File: src/logic/quad_timer_consts.vh
// Constants for the four-channel preset delay timer.
// Assumes a 250 MHz pclk and an APB master with 32-bit data.
//
// Operation
// - Start bits in word bits 0-3; a set bit starts its channel timing.
// - Halt bits in word bits 4-7; a set bit pauses its channel.
// - Done flags read back in word bits 8-11 once preset elapses.
// - On expiry drive the channel's expiry output and the expiry lamp.
// - Timing-active lamp lights while a started channel is timing.
// - Two-bit range per channel: 0.1-1 s, 1-10 s, 10-60 s, 1-10 min.
// - Source bit per channel: set uses internal preset, clear external.
// - One interface word at a fixed location; bits 12-15 read zero.
`ifndef QUAD_TIMER_CONSTS_VH
`define QUAD_TIMER_CONSTS_VH

// ****************************************************************
// Register byte offsets
// ****************************************************************
`define REG_WORD       8'h00
`define REG_CONFIG     8'h04
`define REG_PRESET     8'h08
`define REG_INT_STATUS 8'h0C
`define REG_INT_ENABLE 8'h10
`define REG_INT_CLEAR  8'h14

// ****************************************************************
// Field positions and reset values
// ****************************************************************
`define WORD_START_LSB 0
`define WORD_HALT_LSB  4
`define WORD_DONE_LSB  8
`define CFG_RANGE_LSB  0
`define CFG_SRC_LSB    8
`define WORD_RESET     8'h00
`define CONFIG_RESET   12'h000
`define PRESET_RESET   32'h00000000
`define INT_EN_RESET   4'h0

// ****************************************************************
// Timing
// ****************************************************************
`define CLK_PERIOD_NS  4
`define BASE_TICK_NS   10000000
`define BASE_TICK_CYC  ((`BASE_TICK_NS) / (`CLK_PERIOD_NS))
// Base ticks per unit step, per range code
`define MULT_R0        10'd1
`define MULT_R1        10'd10
`define MULT_R2        10'd100
`define MULT_R3        10'd600
// Unit steps: low end plus scaled preset
`define STEP_LO        7'd10
`define SPAN_WIDE      7'd91
`define SPAN_NARROW    7'd51

`endif

File: src/logic/quad_preset_timer.v
// Four-channel one-shot delay timer behind an APB slave.
// Assumes pclk at 250 MHz, presetn from a reset controller,
// ext_adjust driven from outside the clock domain.
//
// Added by the designer: the address map and the APB interface to the registers.
`timescale 1ns/1ps
`include "quad_timer_consts.vh"

module quad_preset_timer #(
    parameter TICK_CYCLES = `BASE_TICK_CYC
) (
    input  wire        pclk,
    input  wire        presetn,
    input  wire        ce,
    input  wire        psel,
    input  wire        penable,
    input  wire        pwrite,
    input  wire [7:0]  paddr,
    input  wire [31:0] pwdata,
    output reg  [31:0] prdata,
    output reg         pready,
    output reg         pslverr,
    input  wire [31:0] ext_adjust,
    output reg  [3:0]  expiry,
    output reg         lamp_active,
    output reg         lamp_expiry,
    output reg         irq
);

// ****************************************************************
// Functions
// ****************************************************************
// Base ticks per unit step for each range code
function [9:0] range_mult;
    input [1:0] sel;
    begin
        case (sel)
            2'd0:    range_mult = `MULT_R0;
            2'd1:    range_mult = `MULT_R1;
            2'd2:    range_mult = `MULT_R2;
            default: range_mult = `MULT_R3;
        endcase
    end
endfunction

// Preset 0..255 maps onto 10..100 steps (10..60 for
// the 10-60 s range), one step being a tenth of the
// range's low end.
function [6:0] step_target;
    input [1:0] sel;
    input [7:0] p;
    reg   [14:0] prod;
    begin
        prod = 15'h0000;
        if (sel == 2'd2)
            prod = p * `SPAN_NARROW;
        else
            prod = p * `SPAN_WIDE;
        step_target = `STEP_LO + prod[14:8];
    end
endfunction

// Only the six word offsets answer; any other address errors
function is_mapped;
    input [7:0] a;
    begin
        case (a)
            `REG_WORD, `REG_CONFIG, `REG_PRESET,
            `REG_INT_STATUS, `REG_INT_ENABLE,
            `REG_INT_CLEAR: is_mapped = 1'b1;
            default:        is_mapped = 1'b0;
        endcase
    end
endfunction

// ****************************************************************
// State
// ****************************************************************
reg  [7:0]  ctl_word;
reg  [11:0] cfg;
reg  [31:0] int_preset;
reg  [31:0] ext_meta;
reg  [31:0] ext_sync;
reg  [3:0]  done;
reg  [3:0]  done_q;
reg  [3:0]  int_status;
reg  [3:0]  int_enable;
reg  [31:0] pre_cnt;
reg         base_tick;
// Per-channel tick and step counters
reg  [9:0]  sub [0:3];
reg  [6:0]  cnt [0:3];
reg  [3:0]  next_status;
reg  [31:0] next_rdata;
integer     i;

wire        setup  = psel & ~penable;
wire        commit = psel & penable & pready;
wire        wr_en  = commit & pwrite;
wire        wr_clr = wr_en & (paddr == `REG_INT_CLEAR);
wire        wr_word = wr_en & (paddr == `REG_WORD);
wire        wr_cfg  = wr_en & (paddr == `REG_CONFIG);
wire        wr_pre  = wr_en & (paddr == `REG_PRESET);
wire        wr_ien  = wr_en & (paddr == `REG_INT_ENABLE);
wire [3:0]  start  = ctl_word[`WORD_START_LSB +: 4];
wire [3:0]  halt   = ctl_word[`WORD_HALT_LSB +: 4];
wire [7:0]  rsel   = cfg[`CFG_RANGE_LSB +: 8];
wire [3:0]  src    = cfg[`CFG_SRC_LSB +: 4];

// ****************************************************************
// Channel targets
// ****************************************************************
// Targets follow the live preset and range, so moving a knob
// mid-run shortens or stretches the delay already under way.
reg  [7:0]  preset_byte [0:3];
reg  [6:0]  target      [0:3];
reg  [9:0]  step_len    [0:3];
integer     j;

always @* begin
    for (j = 0; j < 4; j = j + 1) begin
        preset_byte[j] = src[j] ? int_preset[j*8 +: 8]
                                : ext_sync[j*8 +: 8];
        target[j]      = step_target(rsel[j*2 +: 2], preset_byte[j]);
        step_len[j]    = range_mult(rsel[j*2 +: 2]);
    end
end

// ****************************************************************
// External preset synchroniser
// ****************************************************************
// The adjuster moves slowly; a torn sample lasts one cycle
// and only nudges the target, so no handshake is used.
// Every byte is a separate knob; bits are synced one by one.
always @(posedge pclk or negedge presetn) begin
    if (!presetn) begin
        ext_meta <= 32'h00000000;
        ext_sync <= 32'h00000000;
    end else if (ce) begin
        ext_meta <= ext_adjust;
        ext_sync <= ext_meta;
    end
end

// ****************************************************************
// APB slave
// ****************************************************************
// Read mux; undecoded offsets read as zero
always @* begin
    next_rdata = 32'h00000000;
    case (paddr)
        `REG_WORD:
            // Start and halt read back as written; top bits stay zero
            next_rdata = {20'h00000, done, ctl_word};
        `REG_CONFIG:     next_rdata = {20'h00000, cfg};
        `REG_PRESET:     next_rdata = int_preset;
        `REG_INT_STATUS: next_rdata = {28'h0000000, int_status};
        `REG_INT_ENABLE: next_rdata = {28'h0000000, int_enable};
        default:         next_rdata = 32'h00000000;
    endcase
end

// Answer registered at setup: access phase sees pready high
// on its first cycle, so every transfer has zero wait states.
// Dropping ce in an access phase holds pready high, so the master
// ends the transfer and the write is lost; keep ce high across a transfer.
always @(posedge pclk or negedge presetn) begin
    if (!presetn) begin
        pready  <= 1'b0;
        pslverr <= 1'b0;
        prdata  <= 32'h00000000;
    end else if (ce) begin
        pready <= setup;
        if (setup) begin
            pslverr <= ~is_mapped(paddr);
            prdata  <= pwrite ? 32'h00000000 : next_rdata;
        end else begin
            pslverr <= 1'b0;
            prdata  <= 32'h00000000;
        end
    end
end

always @(posedge pclk or negedge presetn) begin
    if (!presetn) begin
        ctl_word   <= `WORD_RESET;
        cfg        <= `CONFIG_RESET;
        int_preset <= `PRESET_RESET;
        int_enable <= `INT_EN_RESET;
    end else if (ce) begin
        // Writes to INT_STATUS or an unmapped offset are dropped
        if (wr_word)
            ctl_word   <= pwdata[7:0];
        if (wr_cfg)
            cfg        <= pwdata[11:0];
        if (wr_pre)
            int_preset <= pwdata;
        if (wr_ien)
            int_enable <= pwdata[3:0];
    end
end

// ****************************************************************
// Base tick prescaler
// ****************************************************************
// Shared by all channels to save area
always @(posedge pclk or negedge presetn) begin
    if (!presetn) begin
        pre_cnt   <= 32'h00000000;
        base_tick <= 1'b0;
    end else if (ce) begin
        if (pre_cnt == TICK_CYCLES - 1) begin
            pre_cnt   <= 32'h00000000;
            base_tick <= 1'b1;
        end else begin
            pre_cnt   <= pre_cnt + 32'h00000001;
            base_tick <= 1'b0;
        end
    end
end

// ****************************************************************
// Timer channels
// ****************************************************************
// Prescaler runs free, so the first step after a start is
// short by up to one base tick (10 ms).
// A done channel ignores its halt bit; done stands until
// software drops the start bit.
always @(posedge pclk or negedge presetn) begin
    if (!presetn) begin
        done <= 4'h0;
        for (i = 0; i < 4; i = i + 1) begin
            sub[i] <= 10'h000;
            cnt[i] <= 7'h00;
        end
    end else if (ce) begin
        for (i = 0; i < 4; i = i + 1) begin
            if (!start[i]) begin
                sub[i]  <= 10'h000;
                cnt[i]  <= 7'h00;
                done[i] <= 1'b0;
            end else if (!done[i] && !halt[i]) begin
                if (cnt[i] >= target[i]) begin
                    done[i] <= 1'b1;
                end else if (base_tick) begin
                    if (sub[i] == step_len[i] - 10'd1) begin
                        sub[i] <= 10'h000;
                        cnt[i] <= cnt[i] + 7'd1;
                    end else begin
                        sub[i] <= sub[i] + 10'd1;
                    end
                end
            end
        end
    end
end

// ****************************************************************
// Outputs and lamps
// ****************************************************************
always @(posedge pclk or negedge presetn) begin
    if (!presetn) begin
        expiry      <= 4'h0;
        lamp_active <= 1'b0;
        lamp_expiry <= 1'b0;
    end else if (ce) begin
        // One cycle behind done so every pin leaves a flip-flop
        expiry      <= done;
        lamp_expiry <= |done;
        // A halted channel keeps this lamp lit: it is only paused
        lamp_active <= |(start & ~done);
    end
end

// ****************************************************************
// Interrupts
// ****************************************************************
// A new expiry in the clearing cycle survives: set wins.
// Status sets on the rising done edge only, so a done that
// stands does not refill a cleared bit.
wire [3:0]  done_rise = done & ~done_q;

always @* begin
    next_status = int_status;
    if (wr_clr)
        next_status = next_status & ~pwdata[3:0];
    next_status = next_status | done_rise;
end

always @(posedge pclk or negedge presetn) begin
    if (!presetn) begin
        done_q     <= 4'h0;
        int_status <= 4'h0;
        irq        <= 1'b0;
    end else if (ce) begin
        done_q     <= done;
        int_status <= next_status;
        irq        <= |(int_status & int_enable);
    end
end

endmodule // quad_preset_timer

File: config.mk
export PLATFORM = sky130hd
export DESIGN_NAME = quad_preset_timer
export DESIGN_NICKNAME = d
export VERILOG_FILES = /design/src/logic/quad_preset_timer.v
export VERILOG_INCLUDE_DIRS = /design/src /design/src/logic
export SDC_FILE = /design/constraint.sdc
export NUM_CORES = 1
export LEC_CHECK = 0
export BUFFER_PORTS_ARGS = -buffer_cell sky130_fd_sc_hd__buf_2
export CAP_MARGIN = 0
export CORE_MARGIN = 2
export CORE_UTILIZATION = 29
export CTS_BUF_LIST = sky130_fd_sc_hd__clkbuf_16
export DETAILED_ROUTE_END_ITERATION = 7
export PLACE_DENSITY = 0.54
export SYNTH_ARGS = -nofsm -noshare
export SYNTH_HDL_FRONTEND = slang
export SYNTH_SLANG_ARGS = --single-unit
File: constraint.sdc
create_clock -name pclk -period 6.4 [get_ports pclk]
set_clock_uncertainty 0.1 [all_clocks]
set_input_delay 0.32 -clock pclk [delete_from_list [all_inputs] [get_ports pclk]]
set_output_delay 0.32 -clock pclk [all_outputs]
set_load 0.03 [all_outputs]
**Yosys cells after proc, flatten, opt, wreduce, memory -nomap -nowiden**

Cells that the tools add are included.

- Add/subtract/negate cells: 17
- $mul: 8
- $lt $le $gt $ge: 4
- Equality and inequality tests: 38
- Muxes and demuxes: 74
- Bitwise operators: 19
- Reduce and logical (&&, ||, !) cells: 37

Operator list:

| operator | number |
|---|---|
| $mux W10 | 20 |
| $pmux W32 S5 | 1 |
| $mux W7 | 20 |
| $pmux W10 S3 | 4 |
| $mux W32 | 3 |
| $mul A8 B7 Y15 const B | 4 |
| $mux W15 | 4 |
| $mul A8 B6 Y14 const B | 4 |
| $add A10 B1 Y10 const B | 4 |
| $eq A10 B10 Y1 | 4 |
| $sub A10 B1 Y10 const B | 4 |
| $add A32 B1 Y32 const B | 1 |
| $eq A32 B22 Y1 const B | 1 |
| $mux W8 | 4 |
| $ne A2 B1 Y1 const B | 16 |
| $add A4 B7 Y7 const A | 4 |
| $add A7 B1 Y7 const B | 4 |
| $ge A7 B7 Y1 | 4 |
| $reduce_and A5 Y1 | 4 |
| $mux W1 | 17 |
| $and A4 B4 Y4 | 4 |
| $eq A8 B4 Y1 const B | 2 |
| $eq A8 B5 Y1 const B | 2 |
| $reduce_and A4 Y1 | 4 |
| other kinds (17) | 58 |

- Bits in registers: 270
- Output and inout bits: 41
- Word-level logic and storage cells: 225

**Logic depth before layout (Yosys ltp)**

Gate-level depths: netlist of the first run.

- Depth after elaboration: 9
- Gate-level depth with buffers: 28

**Worst setup path before layout of the first run**

OpenSTA, ideal clock, no wires.

- Path type: flip-flop to flip-flop
- Start: reg cfg[10]
- End: reg sub[11] (netlist name)
- Setup time: 125 ps
- Arrival: 6144 ps
- Required time: 6175 ps
- Setup slack: 32 ps
- Stages on the path, launching flop included: 26
- Clock period less this slack: 6368 ps
- Cell sequence: dfrtp_1 -> clkbuf_1 -> mux2i_1 -> inv_1 -> ha_1 -> inv_1 -> fa_1 -> inv_1 -> fa_1 -> fa_1 -> ha_1 -> o21ai_0 -> nor2b_1 -> o41ai_2 -> a21oi_1 -> xnor2_1 -> mux2_2 -> o21ai_0 -> xnor2_1 -> ha_1 -> nor2b_1 -> o21ai_0 -> o21a_1 -> a21o_1 -> clkbuf_1 -> mux2_2

- Word-level cells in the longest chain between the ends: 7
- Elaborated cells between the ends (all ways): 8
- Those cells by class: add/sub (1); mul (2); order compare (1); eq/ne (1); mux (2); reduce/logical (1)

Ends and longest elaborated chain:

| element | line | text |
|---|---|---|
| from (decl) | quad_preset_timer.v:80 | `reg [11:0] cfg;` |
| from (signal assigned) | quad_preset_timer.v:187 | `` cfg <= `CONFIG_RESET; `` |
| from (signal assigned) | quad_preset_timer.v:195 | `cfg <= pwdata[11:0];` |
| $mux W8 (*) | quad_preset_timer.v:122 | `preset_byte[j] = src[j] ? int_preset[j*8 +: 8]` |
| $mul A8 B7 Y15 (no line) / $mul A8 B6 Y14 (equally long branches) | n/a |  |
| $mux W15 (*) | quad_preset_timer.v:55 | `if (sel == 2'd2)` |
| $add A4 B7 Y7 (no line) (*) | n/a |  |
| $ge A7 B7 Y1 (*) | quad_preset_timer.v:243 | `if (cnt[i] >= target[i]) begin` |
| $ne A2 B2 Y1 (no line) (*) | n/a |  |
| $reduce_and A4 Y1 (no line) (*) | n/a |  |
| to (signal, indexed assignment) | quad_preset_timer.v:250 | `sub[i] <= sub[i] + 10'd1;` |
| to (decl) | quad_preset_timer.v:91 | `reg [9:0] sub [0:3];` |

Mark *: on every way between the ends. The rest lies on a longest branch, timed or not.
A chain may end at the register's enable or synchronous reset.

**Final worst setup path of the first run**

- Start: reg cfg[10]
- End: reg sub[17] (netlist name)

Same word-level chain as after synthesis.

==> summary.md, run 1 <==
| Metric | Value |
|---|---|
| Outcome | completed |
| Clock Latency Late Sink | ~0.56 ns |
| Synth top area cells | dfrtp_1, ha_1, mux2_2 |
| Drt first-iter violations | roughly 800 |
| Post-synth top area cell | dfrtp_1 |
| Core area | around 72000 um2 |
| Sequential element share of the synthesized area | 0.3215 |
| Hold WC Path Type | primary input to flip-flop |
| # H-tree levels | 2 |
| Mapped Cells | approximately 2100 |
| Post-synth EDFFs | 0 |
| Fin crit share | 0.9798 |
| Hpwl dp | roughly 42000 um |
| # diodes | 0 |
| Congestion Overflow GR | 0 |
| CTS tree | done |
| Synthesized area | between 20000 and 25000 um2 |
| Slew HR | 0.2782 |
| Routed Antenna Nets | 0 |
| DR WL/cell | 16.75 um |
| Global-route usage over all layers | 0.1471 |
| Reg power frac | 0.144 |
| WP data required | between 6 and 7 ns |
| Initial Util | 0.2934 |
| Via count | between 15000 and 20000 |
| CP Max Fanout | 8 |
| Top Ports | 119 |
| Buffers on Ports | ~120 |
| Worst setup path class | flip-flop to flip-flop |
| Syn. warnings | 0 |
| Psw | just under 6000 uW |
| Final hold viol count | 0 |
| Routability cong. | ~0.84 |
| Hold slack | ~0.04 ns |
| Commonest non-fill, non-tap cells in the layout | ha_1, dfrtp_1, inv_1, mux2_2 |
| Layout area overhead | 23.51% |
| Crit-path max cell delay | ~0.54 ns |
| Syn_area_per_cell | around 10 um2 |
| Cell internal pwr | 7321 uW |
| Final WL | 55620 um |
| Arrival time at the worst endpoint | approximately 6.7 ns |
| Power consumption | approximately 13000 uW |
| Die ar. | roughly 75000 um2 |
| Post-route cell area | around 26000 um2 |
| Peak Freq | between 0.15 and 0.2 GHz |
| Die span in y | approximately 270 um |
| Crit start category | flip-flop |
| Clock Sinks | between 200 and 300 |
| Commonest non-fill, non-tap cell in the layout | ha_1 |
| Clock root cell | clkbuf_16 |
| # DRC | 0 |
| Placed instance area | between 20000 and 25000 um2 |
| Clock share of power | 0.150 |
| Fin crit period | ~6.3 ns |
| Cell Rows | 98 |
| Endpoints failing setup | 0 |
| Post-synth top area share | 0.3215 |
| Comb pwr share | 0.706 |
| IR drop worst, VDD | about 0.00053 V |
| Slew @ Worst Pin | ~1.1 ns |
| Ys flop type | dfrtp_1 |
| Fillers | 7163 |
| Crit-path leading delay family | adder cells |
| Fraction of layout cells with a size suffix above 1 | 0.2337 |
| Num CTS Buffers | 37 |
| Reg clk slew, reported paths | 0.06 ns |
| Setup WS post-layout | about 0.13 ns |
| Post-synthesis register bit count | 270 |
| Max-Cap Viols | 0 |
| Leak pwr | between 0.01 and 0.015 uW |
| First-pass GRT wire length | slightly below 90000 um |
| Vias in the first global route | ~16000 |
| Sw Ratio | 0.4415 |
| Final nets | 2791 |
| Routed vias/inst | 4.913 |
| Fraction of registers with async set/reset | 1.000 |
| Util after Layout | 0.3624 |
| DRT Pass-1 Iters | 5 |
| Largest net degree at the start of global routing | between 100 and 150 |
| DP Worst Slack | -0.1946 ns |
| RSZ-0062 raised after global routing | true |
| Maximum clock path buffer count | 3 |
| CP Capture Type | flip-flop |
| Netlist cell types | between 80 and 90 |
| Initial antenna violation count | 1 |
| Final slew viol count | 0 |
| Synth Net Count | about 2500 |
| Die Wd | roughly 270 um |
| Power density cells | 505.0 nW/um2 |
| Critical path's slowest cell | fa_1 |
| Crit path buf inv count | 3 |
==> tightest hold or removal path, cell delays in order <==
cell     delay [ns]
buf_2          0.15
nand2_1        0.07
a32o_1         0.11
==> sequential cells by signal (all words and copies together) (netlist names), 12 cells and up <==
signal,count
cfg,12
cnt,28
ext_meta,32
ext_sync,32
int_preset,32
prdata,32
pre_cnt,32
sub,40
==> cell type report <==
| class | count | area [um2] | area share |
|---|---|---|---|
| Multi-Input combinational cell | 1508 | 13860 | 0.5342 |
| Sequential cell | 270 | 6761 | 0.2605 |
| Timing Repair Buffer | 290 | 2107 | 0.08118 |
| Tap cell | 950 | 1189 | 0.04580 |
| Clock buffer | 37 | 925.9 | 0.03567 |
| Inverter | 237 | 894.6 | 0.03447 |
| Clock inverter | 29 | 212.7 | 0.008196 |
==> per-layer routing <==
layer,up-vias,wire (um),track usage
met4,0,1440,0.04587
met5,-,0,0
met1,8055,26080,0.2045
met3,68,2289,0.01702
li1,7863,-,-
met2,329,25810,0.2386
==> final timing paths <==
check	from	endpoint	slack [ns]	cells past startpoint
max	cfg[10]	sub[17]	0.13	25
min	pwdata[1]	int_status[1]	0.04	3
max reg2reg	cfg[10]	sub[17]	0.13	25
min reg2reg	prdata[4]	prdata[4]	0.38	1
max in group asynchronous	presetn	int_preset[19]	4.59	3
min in group asynchronous	presetn	ext_sync[3]	0.26	2
==> cell usage after synthesis, types with 14 or more instances <==
library cell	instances
o31ai_1	16
mux2i_1	25
nor2_1	120
nor2b_1	18
fa_1	76
xor2_1	63
o21ai_0	92
xnor2_1	51
o2bb2ai_1	17
mux2_2	139
nand2b_1	27
nor3_1	31
clkbuf_1	34
nand3_1	55
a22o_1	22
inv_1	235
or3_1	14
dfrtp_1	270
and2_1	14
ha_1	293
buf_2	14
nand4_1	39
nand2_1	100
a31oi_1	18
a21o_1	27
and3_1	31
a21oi_1	64
==> power groups by stage <==
stage                     clock [uW]  sequential [uW]  combinational [uW]
after global routing            2100             1900               10400
after floorplan                    0             1890                6090
after CTS                       2040             1890                8150
after detailed placement           0             1920                8010
after global placement             0             1920                7820
final                           1960             1890                9250
==> cell families after synthesis <==
| group | count (synthesis) | share of synthesized area |
|---|---|---|
| muxes | 173 | 0.09337 |
| and+or+nand+nor | 502 | 0.1234 |
| AOI/OAI and AO/OA | 349 | 0.1131 |
| buffers and inverters | 293 | 0.05425 |
| DFF | 270 | 0.3215 |
| adders and majority gates | 369 | 0.2469 |
| xor gates and xnor gates | 114 | 0.04752 |
==> stage by stage <==
stage          TNS [ns]  std cells
2_1_floorplan         0       2070
3_3_place_gp    -0.2136       3153
3_5_place_dp     -4.159       3153
4_1_cts         -0.1077       3290
5_1_grt          -2.167       3321
6_report              0       3321
==> repair_timing <==
action,CTS,global route
pin swaps,3,66
hold endpoints to repair,158,0
hold buffers,66,0
setup buffers,5,29
setup endpoints to repair,43,71
gates resized for setup,10,165
cloned,0,2
(Power assumes the default switching activity.)
==> inputs of run 2 (changes only) <==
PLACE_DENSITY = 0.52   (was 0.54)
==> run 2 against run 1 <==
Via count is 0.45% higher. Global-route usage rose by 0.19 points. Critical path type unchanged. Sequential power barely moved. Largest power group unchanged. Sequential cell count unchanged. Wire length up 1.1%. Hold slack better by 0.080 ns.
==> summary.md, run 2 (synthesis results as in run 1) <==
| Metric | Value |
|---|---|
| Die ar. | between 70000 and 80000 um2 |
| Commonest non-fill, non-tap cell in the layout | dfrtp_1 |
| Layout area overhead | 26.48% |
| First-pass GRT wire length | between 80000 and 90000 um |
| Hold WC Path Type | primary input to flip-flop |
| Comb pwr share | 0.710 |
| Num CTS Buffers | 38 |
| Reg power frac | 0.134 |
| Commonest non-fill, non-tap cells in the layout | dfrtp_1, ha_1, inv_1, buf_4, mux2_2 |
| Hpwl dp | between 40000 and 50000 um |
| Clock Latency Late Sink | between 0.5 and 0.6 ns |
| Final slew viol count | 0 |
| Die Wd | 273.2 um |
| Cell Rows | approximately 100 |
| DRT Pass-1 Iters | 5 |
| Slew HR | 0.3292 |
| Leak pwr | 0.01286 uW |
| Final nets | roughly 2800 |
| Clock root cell | clkbuf_16 |
| Largest register by flop count | sub |
| Non-Filler Instances | around 3400 |
| Endpoints failing setup | 0 |
| Buffers on Ports | roughly 120 |
| Slew @ Worst Pin | between 0.9 and 1 ns |
| CTS tree | done |
| Critical path's slowest cell | fa_1 |
| Via count | between 15000 and 20000 |
| Fin crit period | slightly above 6 ns |
| CP Capture Type | flip-flop |
| Crit start category | flip-flop |
| Peak Freq | ~0.16 GHz |
| Cell internal pwr | 8157 uW |
| Most frequent CP cell | fa_1 |
| Global-route usage over all layers | 0.1490 |
| Post-Place Cells | ~3200 |
| Setup tns final | 0 ns |
| Vias in the first global route | approximately 17000 |
| Congestion Overflow GR | 0 |
| Sw Ratio | 0.4230 |
| Outcome | completed |
| # H-tree levels | 2 |
| Psw | between 5000 and 6000 uW |
| CP Max Fanout | 9 |
| Top Ports | roughly 120 |
| Maximum clock path buffer count | 3 |
| Clock Sinks | 270 |
| IR drop worst, VDD | 0.0004129 V |
| DR WL/cell | 16.65 um |
| Worst setup path class | flip-flop to flip-flop |
| Initial antenna violation count | 1 |
| Final hold viol count | 0 |
| Crit-path max cell delay | between 0.5 and 0.6 ns |
| Die span in y | ~270 um |
| Largest net degree at the start of global routing | approximately 160 |
| Final WL | 56230 um |
| Crit path buf inv count | 5 |
| Drt first-iter violations | 779 |
| Core area | 71610 um2 |
| Power density cells | ~530 nW/um2 |
| Reg clk slew, reported paths | approximately 0.06 ns |
| Routability cong. | between 0.8 and 0.9 |
| Max-Cap Viols | 0 |
| Fin crit share | 0.9578 |
| Routed Antenna Nets | 0 |
| Fraction of layout cells with a size suffix above 1 | 0.2559 |
| Crit-path leading delay family | adder cells |
| Max reg flops | 40 |
| Arrival time at the worst endpoint | around 6.5 ns |
| RSZ-0062 raised after global routing | true |
| Clock share of power | 0.156 |
| Initial Util | 0.2934 |
| Routed vias/inst | just under 5 |
| # DRC | 0 |
| WP data required | between 6 and 7 ns |
[run 2: cell count changes in the layout (fill, tap and decap cells not counted), moves of 3 or more]
cell | before | now
buf_4 | 99 | 151
clkinvlp_4 | 1 | 8
ha_4 | 21 | 28
ha_1 | 267 | 261
clkinv_2 | 6 | 1
bufinv_16 | 2 | 5
mux2_2 | 122 | 125
mux2_4 | 17 | 14
mux2i_4 | 2 | 5
xnor2_1 | 50 | 47
xnor2_2 | 1 | 4
[run 2: area by class of cell]
class,count,area [um2]
diodes,1,2.502
clock buffers,39,975.9
clock inverters,30,322.8
fillers,7125,45030
inverters,237,889.6
multi-input cells,1507,13930
flip-flops and latches,270,6761
well taps,950,1189
repair buffers,344,2506
[run 2: routing by layer]
| metal | global-route usage | share of wire | vias up |
|---|---|---|---|
| li1 | - | - | 7959 |
| met1 | 0.2053 | 0.48 | 8097 |
| met2 | 0.2447 | 0.47 | 255 |
| met3 | 0.01868 | 0.034 | 78 |
| met4 | 0.04213 | 0.023 | 0 |
| met5 | 0 | 0 | - |
[run 2: final timing paths]
kind                            from     endpoint  slack, ns  cells after the start
hold / removal              paddr[4]    prdata[0]       0.12                      3
min in group asynchronous    presetn  ext_meta[0]       0.33                      2
hold reg to reg            prdata[4]    prdata[4]       0.40                      1
max in group asynchronous    presetn      cfg[10]       4.41                      3
setup / recovery              cfg[9]      sub[28]       0.27                     27
setup reg to reg              cfg[9]      sub[28]       0.27                     27
[run 2: worst min-delay path, stage by stage]
cell and delay [ns]:
buf_2 0.18, a31oi_1 0.16, o2bb2ai_1 0.07
[run 2: what timing repair did]
action,in CTS,in global routing
pin swaps,0,72
endpoints found under the setup margin,27,70
hold endpoints to repair,209,0
hold buffers,67,0
setup buffers,0,20
resized for setup,4,167
[run 2: power groups by stage]
stage	combinational [uW]	sequential, uW	clock [uW]
after floorplan	6090	1890	0
after global placement	8500	1920	0
after detailed placement	8710	1920	0
after CTS	8840	1890	2280
after global routing	11300	1910	2340
final	10000	1900	2200
[run 2: metrics by stage]
stage	total power (uW)	hold WS (ns)	util	setup WS [ns]	instance area, um2
after floorplan	7983	-0.07559	-	0.03174	21010
after global placement	10420	0.3521	0.3299	0.03149	23630
after detailed placement	10640	0.3615	0.3299	-0.1047	23630
after CTS	13010	0.08989	0.3575	0.001164	25600
after global routing	15580	0.1513	0.3711	-0.09368	26570
final	14140	0.1205	0.3711	0.2700	26580
